`config.mk`:
```
export PLATFORM = sky130hd
export DESIGN_NAME = flash_seq_dev_flat
export DESIGN_NICKNAME = d
export VERILOG_FILES = /design/src/include/flash_seq_pkg.sv /design/src/include/flash_bus_if.sv /design/src/hw/flash_seq_dev.sv /design/src/flat_wrapper.sv
export VERILOG_INCLUDE_DIRS = /design/src /design/src/include
export SDC_FILE = /design/constraint.sdc
export NUM_CORES = 1
export LEC_CHECK = 0
export BUFFER_PORTS_ARGS = -buffer_cell sky130_fd_sc_hd__clkbuf_2
export CORE_ASPECT_RATIO = 0.5
export CORE_MARGIN = 3
export CORE_UTILIZATION = 40
export DETAILED_ROUTE_END_ITERATION = 8
export GPL_TIMING_DRIVEN = 0
export PLACE_DENSITY_LB_ADDON = 0.08
export RECOVER_POWER = 50
export SLEW_MARGIN = 20
export SYNTH_ARGS = -nofsm -noshare
export SYNTH_HDL_FRONTEND = slang
export SYNTH_SLANG_ARGS = --single-unit
```
`constraint.sdc`:
```
create_clock -name clk_sys -period 2.7 [get_ports clk_sys]
set_input_delay 0.405 -clock clk_sys [delete_from_list [all_inputs] [get_ports clk_sys]]
set_output_delay 0.405 -clock clk_sys [all_outputs]
set_load 0.02 [all_outputs]
```
`src/include/flash_seq_cfg.svh`:
```
// Constants for the flash command sequencer and its bus master
`ifndef FLASH_SEQ_CFG_SVH
`define FLASH_SEQ_CFG_SVH
// ============================================================
// Command addresses and data
`define UNLOCK1_ADDR     12'h555
`define UNLOCK2_ADDR     12'hAAA
`define UNLOCK1_DATA     8'hAA
`define UNLOCK2_DATA     8'h55
`define CMD_RESET_READ   8'hF0
`define CMD_PROGRAM      8'hA0
`define CMD_ERASE_SETUP  8'h80
`define CMD_SECTOR_ERASE 8'h30
`define CMD_BULK_ERASE   8'h10
`define CMD_READ_ID      8'h90
// ============================================================
// Register select (reads while in ID mode)
`define REG_PRI_PROT_ADDR 12'h002
`define REG_SEC_PROT_ADDR 12'h004
`define REG_ID_ADDR       12'h000
// ============================================================
// Status bit positions
`define ERROR_FLAG_BIT 5
`define SECURITY_BIT   7
// ============================================================
// Timing
`define RECOVER_NS  25000
`define CLK_NS      40
`define RECOVER_CYC ((`RECOVER_NS) / (`CLK_NS))
`define PROGRAM_CYC 64
`define ERASE_CYC   512
`endif

```
`src/include/flash_seq_pkg.sv`:
```
// Types shared by the flash sequencer ends
package flash_seq_pkg;
	typedef enum logic [1:0] {OP_NONE, OP_PROGRAM, OP_SECTOR_ERASE, OP_BULK_ERASE} op_t;
	typedef logic [11:0] addr_t;
	typedef logic [7:0]  data_t;
endpackage

```
`src/include/flash_bus_if.sv`:
```
// Memory bus between the microcontroller master and the flash sequencer
`timescale 1ns/1ns
interface flash_bus_if;
	logic [1:0]  area;
	logic [2:0]  sector;
	logic [11:0] addr;
	logic [7:0]  wdata;
	logic        wr;
	logic        rd;
	logic [7:0]  rdata;
	logic        ready_busy_pin;
	modport dev  (input area, sector, addr, wdata, wr, rd, output rdata, ready_busy_pin);
	modport host (output area, sector, addr, wdata, wr, rd, input rdata, ready_busy_pin);
endinterface

```
`src/hw/flash_seq_dev.sv`:
```
// Flash command sequencer with reset-to-read and sector protection
`timescale 1ns/1ns
`include "flash_seq_cfg.svh"
// Functional notes
// - Decode multi-write command sequences into algorithms
// - Reset command single write or after unlock
// - Master resets after reading ID or protection
// - Failure sets error flag bit five
// - Error reset returns read within 25us
// - Reset ignored during program or bulk erase
// - Reset aborts sector erase within 25us
// - Reset pin aborts cycle, returns read
// - Reset during cycle: read within 25us
// - Master holds reset at least 25us
// - Primary protect register: bit per sector
// - Secondary protect bits 3:0, security bit 7
// - Ready/busy low while program or erase runs
// - Primary array: eight protectable sectors
// - Secondary array: four protectable sectors
module flash_seq_dev
	import flash_seq_pkg::*;
#(
	parameter int PRI_SECTORS = 8,
	parameter int SEC_SECTORS = 4,
	parameter int RECOVER_CYC = `RECOVER_CYC
)(
	// Clock and reset
	input  wire logic                 clk_sys,
	input  wire logic                 rst_n,
	// Protection configuration
	input  wire logic [7:0]           pri_protect,
	input  wire logic [3:0]           sec_protect,
	input  wire logic                 security_set,
	// Array access (failure injected by the array model)
	input  wire logic                 array_fail,
	output      logic                 array_we_ff,
	output      logic                 array_erase_ff,
	output      logic                 read_mode_ff,
	// Bus
	flash_bus_if.dev                  bus
);
	import flash_seq_pkg::*;

	initial begin
		if (PRI_SECTORS != 8 || SEC_SECTORS != 4 || RECOVER_CYC < 1)
			$error("flash_seq_dev: unsupported parameters");
	end

	typedef enum logic [3:0] {S_READ, S_UNL1, S_UNL2, S_CMD, S_ERS1, S_ERS2, S_ERS3,
		S_PGM_DATA, S_BUSY, S_ERROR, S_RECOVER, S_ID} state_t;

	// ============================================================
	// State
	state_t         state_ff, nxt_state;
	op_t            op_ff, nxt_op;
	logic [15:0]    cnt_ff, nxt_cnt;
	logic [7:0]     rdata_ff, nxt_rdata;
	logic           rb_ff, nxt_rb;
	logic           we_n, er_n, rm_n;
	logic           prot;
	logic           is_reset_cmd;

	// Protection of the addressed sector, primary or secondary
	always_comb
	begin
		prot = (bus.area == 2'd0) ? pri_protect[bus.sector]
			: sec_protect[bus.sector[1:0]];
	end

	assign is_reset_cmd = bus.wr && bus.wdata == `CMD_RESET_READ;

	// ============================================================
	// Next state
	always_comb
	begin
		nxt_state = state_ff;
		nxt_op    = op_ff;
		nxt_cnt   = cnt_ff;
		nxt_rdata = rdata_ff;
		we_n      = 1'b0;
		er_n      = 1'b0;
		case (state_ff)
			S_READ, S_ID:
			begin
				if (is_reset_cmd)
					nxt_state = S_READ;
				else if (bus.wr && bus.addr == `UNLOCK1_ADDR && bus.wdata == `UNLOCK1_DATA)
					nxt_state = S_UNL1;
			end
			S_UNL1:
			begin
				if (bus.wr)
					nxt_state = (bus.addr == `UNLOCK2_ADDR && bus.wdata == `UNLOCK2_DATA)
						? S_CMD : S_READ;
			end
			S_CMD:
			begin
				if (bus.wr)
				begin
					case (bus.wdata)
						`CMD_PROGRAM:     nxt_state = S_PGM_DATA;
						`CMD_ERASE_SETUP: nxt_state = S_ERS1;
						`CMD_READ_ID:     nxt_state = S_ID;
						default:          nxt_state = S_READ;
					endcase
				end
			end
			S_PGM_DATA:
			begin
				if (bus.wr)
				begin
					if (prot)
						nxt_state = S_READ;
					else
					begin
						nxt_state = S_BUSY;
						nxt_op    = OP_PROGRAM;
						nxt_cnt   = 16'(`PROGRAM_CYC);
					end
				end
			end
			S_ERS1:
			begin
				if (bus.wr)
					nxt_state = (bus.wdata == `UNLOCK1_DATA) ? S_ERS2 : S_READ;
			end
			S_ERS2:
			begin
				if (bus.wr)
					nxt_state = (bus.wdata == `UNLOCK2_DATA) ? S_ERS3 : S_READ;
			end
			S_ERS3:
			begin
				if (bus.wr)
				begin
					nxt_state = S_READ;
					nxt_cnt   = 16'(`ERASE_CYC);
					if (bus.wdata == `CMD_SECTOR_ERASE && !prot)
					begin
						nxt_state = S_BUSY;
						nxt_op    = OP_SECTOR_ERASE;
					end
					else if (bus.wdata == `CMD_BULK_ERASE && pri_protect == 8'h00
						&& sec_protect == 4'h0)
					begin
						nxt_state = S_BUSY;
						nxt_op    = OP_BULK_ERASE;
					end
				end
			end
			S_BUSY:
			begin
				we_n = (op_ff == OP_PROGRAM);
				er_n = (op_ff != OP_PROGRAM);
				nxt_cnt = cnt_ff - 16'h0001;
				if (is_reset_cmd && op_ff == OP_SECTOR_ERASE)
				begin
					nxt_state = S_RECOVER;
					nxt_cnt   = 16'(RECOVER_CYC);
				end
				else if (array_fail)
				begin
					nxt_state = S_ERROR;
					nxt_rdata = 8'h00 | (8'h01 << `ERROR_FLAG_BIT);
				end
				else if (cnt_ff == 16'h0001)
				begin
					nxt_state = S_READ;
					nxt_op    = OP_NONE;
				end
				// Reset command during program or bulk erase falls through
			end
			S_ERROR:
			begin
				if (is_reset_cmd)
				begin
					nxt_state = S_RECOVER;
					nxt_cnt   = 16'(RECOVER_CYC);
				end
			end
			S_RECOVER:
			begin
				nxt_cnt = cnt_ff - 16'h0001;
				if (cnt_ff <= 16'h0001)
				begin
					// Back in read mode: the error flag bit is dropped with it
					nxt_state = S_READ;
					nxt_op    = OP_NONE;
					nxt_rdata = 8'h00;
				end
			end
			default: nxt_state = S_READ;
		endcase
		if (state_ff == S_ID && bus.rd)
		begin
			case (bus.addr)
				`REG_PRI_PROT_ADDR: nxt_rdata = pri_protect;
				`REG_SEC_PROT_ADDR: nxt_rdata = {security_set, 3'b000, sec_protect};
				default:            nxt_rdata = 8'h00;
			endcase
		end
		nxt_rb = !(nxt_state == S_BUSY || nxt_state == S_ERROR || nxt_state == S_RECOVER);
		rm_n   = (nxt_state != S_BUSY && nxt_state != S_ERROR && nxt_state != S_RECOVER
			&& nxt_state != S_ID);
	end

	// ============================================================
	// Registers; reset pin aborts any cycle and returns to read
	always_ff @(posedge clk_sys or negedge rst_n)
	begin
		if (!rst_n)
		begin
			state_ff       <= S_READ;
			op_ff          <= OP_NONE;
			cnt_ff         <= 16'h0000;
			rdata_ff       <= 8'h00;
			rb_ff          <= 1'b1;
			array_we_ff    <= 1'b0;
			array_erase_ff <= 1'b0;
			read_mode_ff   <= 1'b1;
		end
		else
		begin
			state_ff       <= nxt_state;
			op_ff          <= nxt_op;
			cnt_ff         <= nxt_cnt;
			rdata_ff       <= nxt_rdata;
			rb_ff          <= nxt_rb;
			array_we_ff    <= we_n;
			array_erase_ff <= er_n;
			read_mode_ff   <= rm_n;
		end
	end

	assign bus.rdata          = rdata_ff;
	assign bus.ready_busy_pin = rb_ff;

endmodule // flash_seq_dev

```
`src/flat_wrapper.sv`:
```
// flat-port wrapper written by rule: the top's interface ports become plain ports
module flash_seq_dev_flat import flash_seq_pkg::*;
#(
	parameter int PRI_SECTORS = 8,
	parameter int SEC_SECTORS = 4,
	parameter int RECOVER_CYC = `RECOVER_CYC
)
  (clk_sys, rst_n, pri_protect, sec_protect, security_set, array_fail, array_we_ff, array_erase_ff, read_mode_ff, bus_area, bus_sector, bus_addr, bus_wdata, bus_wr, bus_rd, bus_rdata, bus_ready_busy_pin);
  flash_bus_if bus_i ();
  input  wire logic clk_sys;
  input  wire logic rst_n;
  input  wire logic [7:0] pri_protect;
  input  wire logic [3:0] sec_protect;
  input  wire logic security_set;
  input  wire logic array_fail;
  output      logic array_we_ff;
  output      logic array_erase_ff;
  output      logic read_mode_ff;
  input wire logic [$bits(bus_i.area)-1:0] bus_area;
  input wire logic [$bits(bus_i.sector)-1:0] bus_sector;
  input wire logic [$bits(bus_i.addr)-1:0] bus_addr;
  input wire logic [$bits(bus_i.wdata)-1:0] bus_wdata;
  input wire logic [$bits(bus_i.wr)-1:0] bus_wr;
  input wire logic [$bits(bus_i.rd)-1:0] bus_rd;
  output wire logic [$bits(bus_i.rdata)-1:0] bus_rdata;
  output wire logic [$bits(bus_i.ready_busy_pin)-1:0] bus_ready_busy_pin;
  assign bus_i.area = bus_area;
  assign bus_i.sector = bus_sector;
  assign bus_i.addr = bus_addr;
  assign bus_i.wdata = bus_wdata;
  assign bus_i.wr = bus_wr;
  assign bus_i.rd = bus_rd;
  assign bus_rdata = bus_i.rdata;
  assign bus_ready_busy_pin = bus_i.ready_busy_pin;
  flash_seq_dev #(.PRI_SECTORS(PRI_SECTORS), .SEC_SECTORS(SEC_SECTORS), .RECOVER_CYC(RECOVER_CYC)) u_core (.clk_sys(clk_sys), .rst_n(rst_n), .pri_protect(pri_protect), .sec_protect(sec_protect), .security_set(security_set), .array_fail(array_fail), .array_we_ff(array_we_ff), .array_erase_ff(array_erase_ff), .read_mode_ff(read_mode_ff), .bus(bus_i));
endmodule
```
==> results of run 1 <==
[per-stage QoR]
step                      hold slack [ps]  instances  instance area (um2)  utilization
after floorplan                     109.4        271                 2333            -
after global placement              483.1        394                 2686       0.5097
after detailed placement            488.2        394                 2686       0.5097
after CTS                           257.7        402                 2838       0.5385
after global routing                410.0        402                 2836       0.5382
final                               397.3        402                 2836       0.5382
[how the worst max path moves through the flow]
stage,endpoint,startpoint,slack [ps]
2_1_floorplan,u_core.cnt_ff[12],u_core.cnt_ff[0],480
3_3_place_gp,u_core.cnt_ff[12],bus_wr,40
3_5_place_dp,u_core.cnt_ff[12],bus_wr,30
4_1_cts,u_core.cnt_ff[12],u_core.state_ff[1],230
5_1_grt,u_core.cnt_ff[12],u_core.state_ff[2],10
6_report,u_core.bus.rdata[5],u_core.state_ff[0],200
[power by group through the flow]
stage	combinational, mW	clock (mW)	sequential, mW
global placement	0.245	0	0.584
detailed placement	0.253	0	0.585
finish	0.255	0.591	0.576
global route	0.285	0.623	0.583
floorplan	0.157	0	0.577
CTS	0.253	0.603	0.576
[final cells by class]
cell class              instances  share of cell area
plain buffers                  11             0.01500
repair buffers                 53             0.09043
clock inverters                 2            0.004411
well taps                      70             0.03088
flip-flops and latches         34              0.3008
multi-input cells             218              0.4989
clock buffers                   6             0.04896
inverters                       8             0.01059
[metal layers]
layer / part of all wire / wire, um / vias to the layer above
li1: - / - / 1163
met1: 0.50 / 3244 / 1118
met2: 0.40 / 2626 / 95
met3: 0.087 / 571 / 8
met4: 0.013 / 85 / 0
met5: 0 / 0 / -
[timing repair]
action	CTS	global route
setup endpoints to repair	0	1
endpoints found under the hold margin	0	0
resized for setup	0	2
[flip-flops by register name, indices dropped and copies added, names as in the netlist]
name	cells
u_core.bus.ready_busy_pin	1
u_core.cnt_ff	16
u_core.array_erase_ff	1
u_core.bus.rdata	8
u_core.array_we_ff	1
u_core.state_ff	4
u_core.op_ff	2
u_core.read_mode_ff	1
[cell usage after synthesis (all sizes together) (3+ instances only)]
master	instances
nor2	34
dfrtp	32
o21ai	22
nand2	20
nor3	15
a22o	12
clkbuf	10
nand3	10
nand2b	9
a21oi	8
inv	8
nor4	7
or4	7
a31oi	6
o41ai	4
or2	4
or3	4
a211oi	3
mux4	3
nand4	3
nor2b	3
o31ai	3
or4b	3
xnor2	3
[cells by family (layout without fill, tap and decap cells)]
kind of cell,Yosys count,after routing,synth area share
and+or+nand+nor,131,131,0.3099
AOI/OAI and AO/OA,77,77,0.2338
muxes,5,5,0.03753
buffers and inverters,19,80,0.03110
xor gates and xnor gates,3,3,0.01126
adders and majority gates,2,2,0.01072
DFF,34,34,0.3657
==> results.rst, run 1 <==
.. list-table::
   :header-rows: 1

   * - Metric
     - Value
   * - Result of the run
     - finished, violations left
   * - Failing checks
     - capacitance limit, slew limit
   * - Wire length reported by the detailed router
     - about 6500 um
   * - Most frequent cells in the layout
     - sky130_fd_sc_hd__clkbuf_2, sky130_fd_sc_hd__nor2_1, sky130_fd_sc_hd__dfrtp_1, sky130_fd_sc_hd__nand2_1
   * - Buffering stage count on the worst path with inverters included
     - 3
   * - Instance count on the critical path
     - 7
   * - Fraction of the cycle the final worst path needs
     - 0.9269
   * - Worst reg2reg setup slack
     - 200 ps
   * - Count of input and output buffers
     - between 50 and 60
   * - Library cell occupying the most area in the post-synthesis netlist
     - sky130_fd_sc_hd__dfrtp_1
   * - Met1 Usage GRT
     - 0.2879
   * - Dpl hpwl
     - 4989 um
   * - Die area
     - between 6000 and 7000 um2
   * - DRC violation total after the first TritonRoute iteration
     - approximately 180
   * - Worst setup SP type
     - register
   * - Count of antenna-violating nets left after detailed routing
     - 0
   * - Met3 Use GR
     - 0.07078
   * - Clock group share of total power
     - 0.415
   * - Maximum number of pins on one net before global-route repair
     - 35
   * - Cell occurring most often along the worst timing path
     - sky130_fd_sc_hd__clkbuf_1
   * - Final nets
     - ~380
   * - Register bit count reported by yosys
     - 34
   * - Leakage
     - between 1 and 1.5 nW
   * - Pre-Repair DR Iteration Count
     - 5
   * - Die W
     - 114.0 um
   * - Worst flop-to-flop path startpoint
     - u_core.state_ff[0]
   * - # clock sinks
     - 34
   * - Post-Synthesis Cell Area
     - 2333 um2
   * - Clock tree from TritonCTS
     - yes
   * - Most Crowded Layer GR
     - met2
   * - Worst slack, placed
     - roughly 27 ps
   * - Vias per Instance
     - a little under 6
   * - Combinational power share
     - 0.179
   * - Number of different library cells in the post-synthesis netlist
     - 59
   * - Hold Path Stages
     - 2
   * - Buffer cell driving the clock tree root
     - sky130_fd_sc_hd__clkbuf_16
   * - Area of the multi-input gates
     - about 1400 um2
   * - Worst Setup Slack, final
     - between 150 and 200 ps
   * - Combined flip-flop and latch cell area
     - around 850 um2
   * - Post-Synthesis Cells
     - roughly 270
   * - Hold violation total from the final report
     - 0
   * - Worst flop-to-flop path endpoint
     - u_core.bus.rdata[5]
   * - First-pass GRT wire length
     - 10920 um
   * - Final setup skew
     - ~9.5 ps
   * - Initial cell density of the core
     - 0.4428
   * - Leading cell type in the layout, fill and taps excluded
     - sky130_fd_sc_hd__clkbuf_2
   * - Sw Ratio
     - 0.2850
   * - VDD IR max
     - between 300 and 400 uV
   * - H-tree lvl count
     - 2
   * - Proportion of power drawn by flip-flops and latches
     - 0.405
   * - Weighted congestion at the end of routability-driven global placement
     - 0.8673
   * - Max FO, Critical Path
     - 10
   * - Fraction of post-synthesis cell area in the top cell type by area
     - 0.3432
   * - Count of pins on the block boundary
     - 55
   * - Clock tree buffer depth
     - 2
   * - Final Slew Violations
     - 35
   * - Main area contributors after synthesis
     - sky130_fd_sc_hd__dfrtp_1, sky130_fd_sc_hd__nor2_1, sky130_fd_sc_hd__a22o_1
   * - Met2 global-route usage
     - 0.3012
   * - Hold worst-path end
     - u_core.bus.rdata[6]
   * - Total Neg Setup Slack
     - 0 ps
   * - Hold Crit Start
     - pri_protect[6]
   * - Part of the Yosys area used for sequential elements
     - 0.3657
   * - Antenna diode instance count
     - 0
   * - Total power per unit cell area
     - between 500 and 600 nW/um2
   * - GRT Total Usage
     - 0.2060
   * - Kind of cell adding the most delay to the critical path
     - buffers and inverters
   * - Die outline height
     - 60.01 um
   * - Number of cells on the worst reg-to-reg path
     - 7
   * - Clock Latency Late Sink
     - 290 ps
   * - Clock slew seen by the registers of the worst setup and hold paths
     - about 60 ps
   * - Final total power
     - 1.422 mW
   * - Post-CTS setup buffer count
     - 0
   * - Layout overhead on the synthesized area
     - 21.55%
   * - Worst EP arrival
     - roughly 2600 ps
   * - Asr flop ratio synth
     - 1.000
   * - Final count of negative-setup-slack endpoints
     - 0
   * - Vias
     - between 2000 and 2500
   * - Net switching power figure
     - 0.4054 mW
   * - Detail-routed net length per standard cell
     - approximately 16 um
   * - Maximum clock frequency
     - 399.6 MHz
   * - Critical path type
     - reg2reg
   * - Least-Margin Pin Slew
     - 1833 ps
   * - Overflow left after global routing
     - 0
   * - Endpoint class of the critical path
     - register
   * - Post-layout min period
     - roughly 2500 ps
   * - Number of buffers created by CTS
     - 5
   * - Synthesis Warnings
     - 0
   * - Setup repair after global routing missed its margin
     - no
   * - Initial antenna violation count
     - 0
   * - Critical path required time
     - 2810 ps
   * - Cts-stage hold buffer count
     - 0
   * - Number of global-route vias before repair
     - approximately 2300
   * - Number of max-cap violations
     - 1
   * - Filler cell count
     - 522
   * - Area of the core
     - between 5000 and 6000 um2
   * - Critical-path cell list
     - clkbuf_1, inv_1, nand2b_1, clkbuf_1, nor3_1, nor2_1, a222oi_1
   * - Row count
     - 18
   * - Post-synth EDFFs
     - 0
   * - Mean post-synth cell area
     - roughly 8.6 um2
   * - Post-route DRC
     - 0
   * - Worst max-slew margin expressed relative to the limit
     - -0.2221
   * - Post-synth top flop
     - sky130_fd_sc_hd__dfrtp_1
   * - Kind of path behind the tightest hold check
     - in2reg
   * - Critical path's slowest cell
     - sky130_fd_sc_hd__nor2_1
   * - Net count after synthesis
     - between 300 and 400
   * - Proportion of layout cells with a drive suffix above 1
     - 0.2199
   * - Internal portion of total power
     - ~1 mW
   * - CP peak stage delay
     - roughly 480 ps
(Power assumes the default switching activity.)
==> inputs of run 2 (changes only) <==
BUFFER_PORTS_ARGS = not set   (was -buffer_cell sky130_fd_sc_hd__clkbuf_2)
CAP_MARGIN = 25   (was not set)
DONT_BUFFER_PORTS = 1   (was not set)
clock period = 2.25 ns   (was 2.7 ns; I/O delays follow)
==> results.rst, run 2 (synthesized netlist as in run 1, its figures left out) <==
.. list-table::
   :header-rows: 1

   * - Metric
     - Value
   * - Count of pins on the block boundary
     - between 50 and 60
   * - Result of the run
     - finished, violations left
   * - Max FO, Critical Path
     - 6
   * - Count of antenna-violating nets left after detailed routing
     - 0
   * - Leading cell type in the layout, fill and taps excluded
     - sky130_fd_sc_hd__dfrtp_1
   * - Proportion of layout cells with a drive suffix above 1
     - 0.2034
   * - Worst Setup Slack, final
     - -38.17 ps
   * - Worst setup SP type
     - register
   * - Number of flip-flops in the largest register
     - 16
   * - Final nets
     - 334
   * - Leakage
     - roughly 1.1 nW
   * - Antenna diode instance count
     - 0
   * - Initial cell density of the core
     - 0.4428
   * - Fraction of the cycle the final worst path needs
     - 1.017
   * - Wire length on met3
     - roughly 630 um
   * - First-pass GRT wire length
     - between 10000 and 15000 um
   * - Most frequent cells in the layout
     - sky130_fd_sc_hd__dfrtp_1, sky130_fd_sc_hd__nor2_1, sky130_fd_sc_hd__nand2_1, sky130_fd_sc_hd__o21ai_0
   * - Clock Latency Late Sink
     - approximately 280 ps
   * - Detail-routed net length per standard cell
     - around 18 um
   * - Layout overhead on the synthesized area
     - 19.36%
   * - VDD IR max
     - about 350 uV
   * - Buffer cell driving the clock tree root
     - sky130_fd_sc_hd__clkbuf_16
   * - Pre-Repair DR Iteration Count
     - 4
   * - Clock tree buffer depth
     - 2
   * - Post-route DRC
     - 0
   * - Register ranked first by flip-flop count
     - u_core.cnt_ff
   * - Critical path's slowest cell
     - sky130_fd_sc_hd__or4_4
   * - Row count
     - 18
   * - Area of the core
     - 5270 um2
   * - Worst slack, placed
     - -363.3 ps
   * - Wire length reported by the detailed router
     - approximately 6600 um
   * - Die area
     - between 6000 and 7000 um2
   * - GRT Total Usage
     - 0.2033
   * - Hold violation total from the final report
     - 0
   * - Initial antenna violation count
     - 0
   * - Maximum number of pins on one net before global-route repair
     - 35
   * - Critical path required time
     - around 2400 ps
   * - Final setup skew
     - 6.835 ps
   * - Total power per unit cell area
     - roughly 660 nW/um2
   * - Clock tree from TritonCTS
     - yes
   * - Kind of path behind the tightest hold check
     - in2reg
   * - Die W
     - 114.0 um
   * - Maximum clock frequency
     - between 400 and 500 MHz
   * - Post-layout min period
     - roughly 2300 ps
   * - Routed metal-1 wire length
     - ~3100 um
   * - Critical-path cell list
     - or3_1, buf_6, or4_4, or3_4, nor3_4, xnor2_1, o21ai_2
   * - Vias per Instance
     - 6.250
   * - Worst slack on hold paths
     - between 200 and 250 ps
   * - CP peak stage delay
     - ~500 ps
   * - Least-Margin Pin Slew
     - 852.1 ps
   * - Number of buffers created by CTS
     - 5
   * - Endpoint class of the critical path
     - register
   * - H-tree lvl count
     - 2
   * - Routed met2 length
     - between 2000 and 3000 um
   * - Clock slew seen by the registers of the worst setup and hold paths
     - 60 ps
   * - Top sig layer
     - met4
   * - DRC violation total after the first TritonRoute iteration
     - between 150 and 200
   * - Overflow left after global routing
     - 0
   * - Critical path type
     - reg2reg
   * - Final total power
     - roughly 1.8 mW
   * - # clock sinks
     - 34
   * - Failing checks
     - setup timing
   * - Count of input and output buffers
     - 0
   * - Final count of negative-setup-slack endpoints
     - 1
   * - Weighted congestion at the end of routability-driven global placement
     - 0.8936
   * - Total Neg Setup Slack
     - -38.17 ps
   * - Number of max-cap violations
     - 0
   * - Die outline height
     - approximately 60 um
   * - Worst EP arrival
     - ~2500 ps
   * - Setup repair after global routing missed its margin
     - yes
   * - Dpl hpwl
     - ~4900 um
   * - Vias
     - 2250
   * - Filler cell count
     - slightly above 500
   * - Worst max-slew margin expressed relative to the limit
     - 0.4319
   * - Final Slew Violations
     - 0
   * - Number of global-route vias before repair
     - roughly 2200
## run 2: worst max-delay path, delay by kind of cell, from the launching register on
kind | cells | cell delay, ps
and+or+nand+nor | 4 | 1430
xor gates and xnor gates | 1 | 160
AOI/OAI and AO/OA | 1 | 60
DFF | 1 | 380
buffers and inverters | 1 | 140
## run 2: routing by layer
layer	GRT usage	vias up
li1	-	1080
met1	0.2770	1083
met2	0.3170	80
met3	0.07381	7
met4	0.03553	0
met5	0	-
## run 2: cell type report
| cell class | count | area, um2 | area share |
|---|---|---|---|
| inverter | 8 | 30.03 | 0.01078 |
| timing repair buffer | 14 | 105.1 | 0.03774 |
| tap | 70 | 87.58 | 0.03145 |
| multi-input combinational | 218 | 1493 | 0.5359 |
| clock buffer | 7 | 142.6 | 0.05121 |
| buffer | 8 | 43.79 | 0.01572 |
| sequential | 34 | 853.3 | 0.3064 |
| clock inverter | 1 | 30.03 | 0.01078 |
## run 2: worst paths after layout
kind	slack, ps	from	endpoint	cells past startpoint
max in group asynchronous	1000	rst_n	u_core.bus.rdata[4]	2
min	220	pri_protect[4]	u_core.bus.rdata[4]	1
max reg2reg	-40	u_core.cnt_ff[4]	u_core.cnt_ff[15]	7
max	-40	u_core.cnt_ff[4]	u_core.cnt_ff[15]	7
min reg2reg	520	u_core.cnt_ff[12]	u_core.cnt_ff[12]	1
min in group asynchronous	710	rst_n	u_core.cnt_ff[13]	2
## run 2: stage by stage
stage / cells / area (um2) / utilization
after floorplan: 271 / 2333 / -
after global routing: 360 / 2785 / 0.5285
after global placement: 341 / 2421 / 0.4594
after detailed placement: 341 / 2421 / 0.4594
final: 360 / 2785 / 0.5285
after CTS: 356 / 2699 / 0.5121
## run 2: repair_timing
action / in CTS / in global routing
setup buffers: 7 / 5
pin swaps: 3 / 4
gates resized for setup: 11 / 20
endpoints found under the setup margin: 24 / 24
hold buffers: 2 / 0
endpoints found under the hold margin: 34 / 0
## run 2: power by group
part,internal [mW],switching [mW],leakage [nW]
registers,0.651,0.0407,0.448
clock network,0.553,0.257,0.0841
logic,0.167,0.171,0.585
total,1.37,0.469,1.12
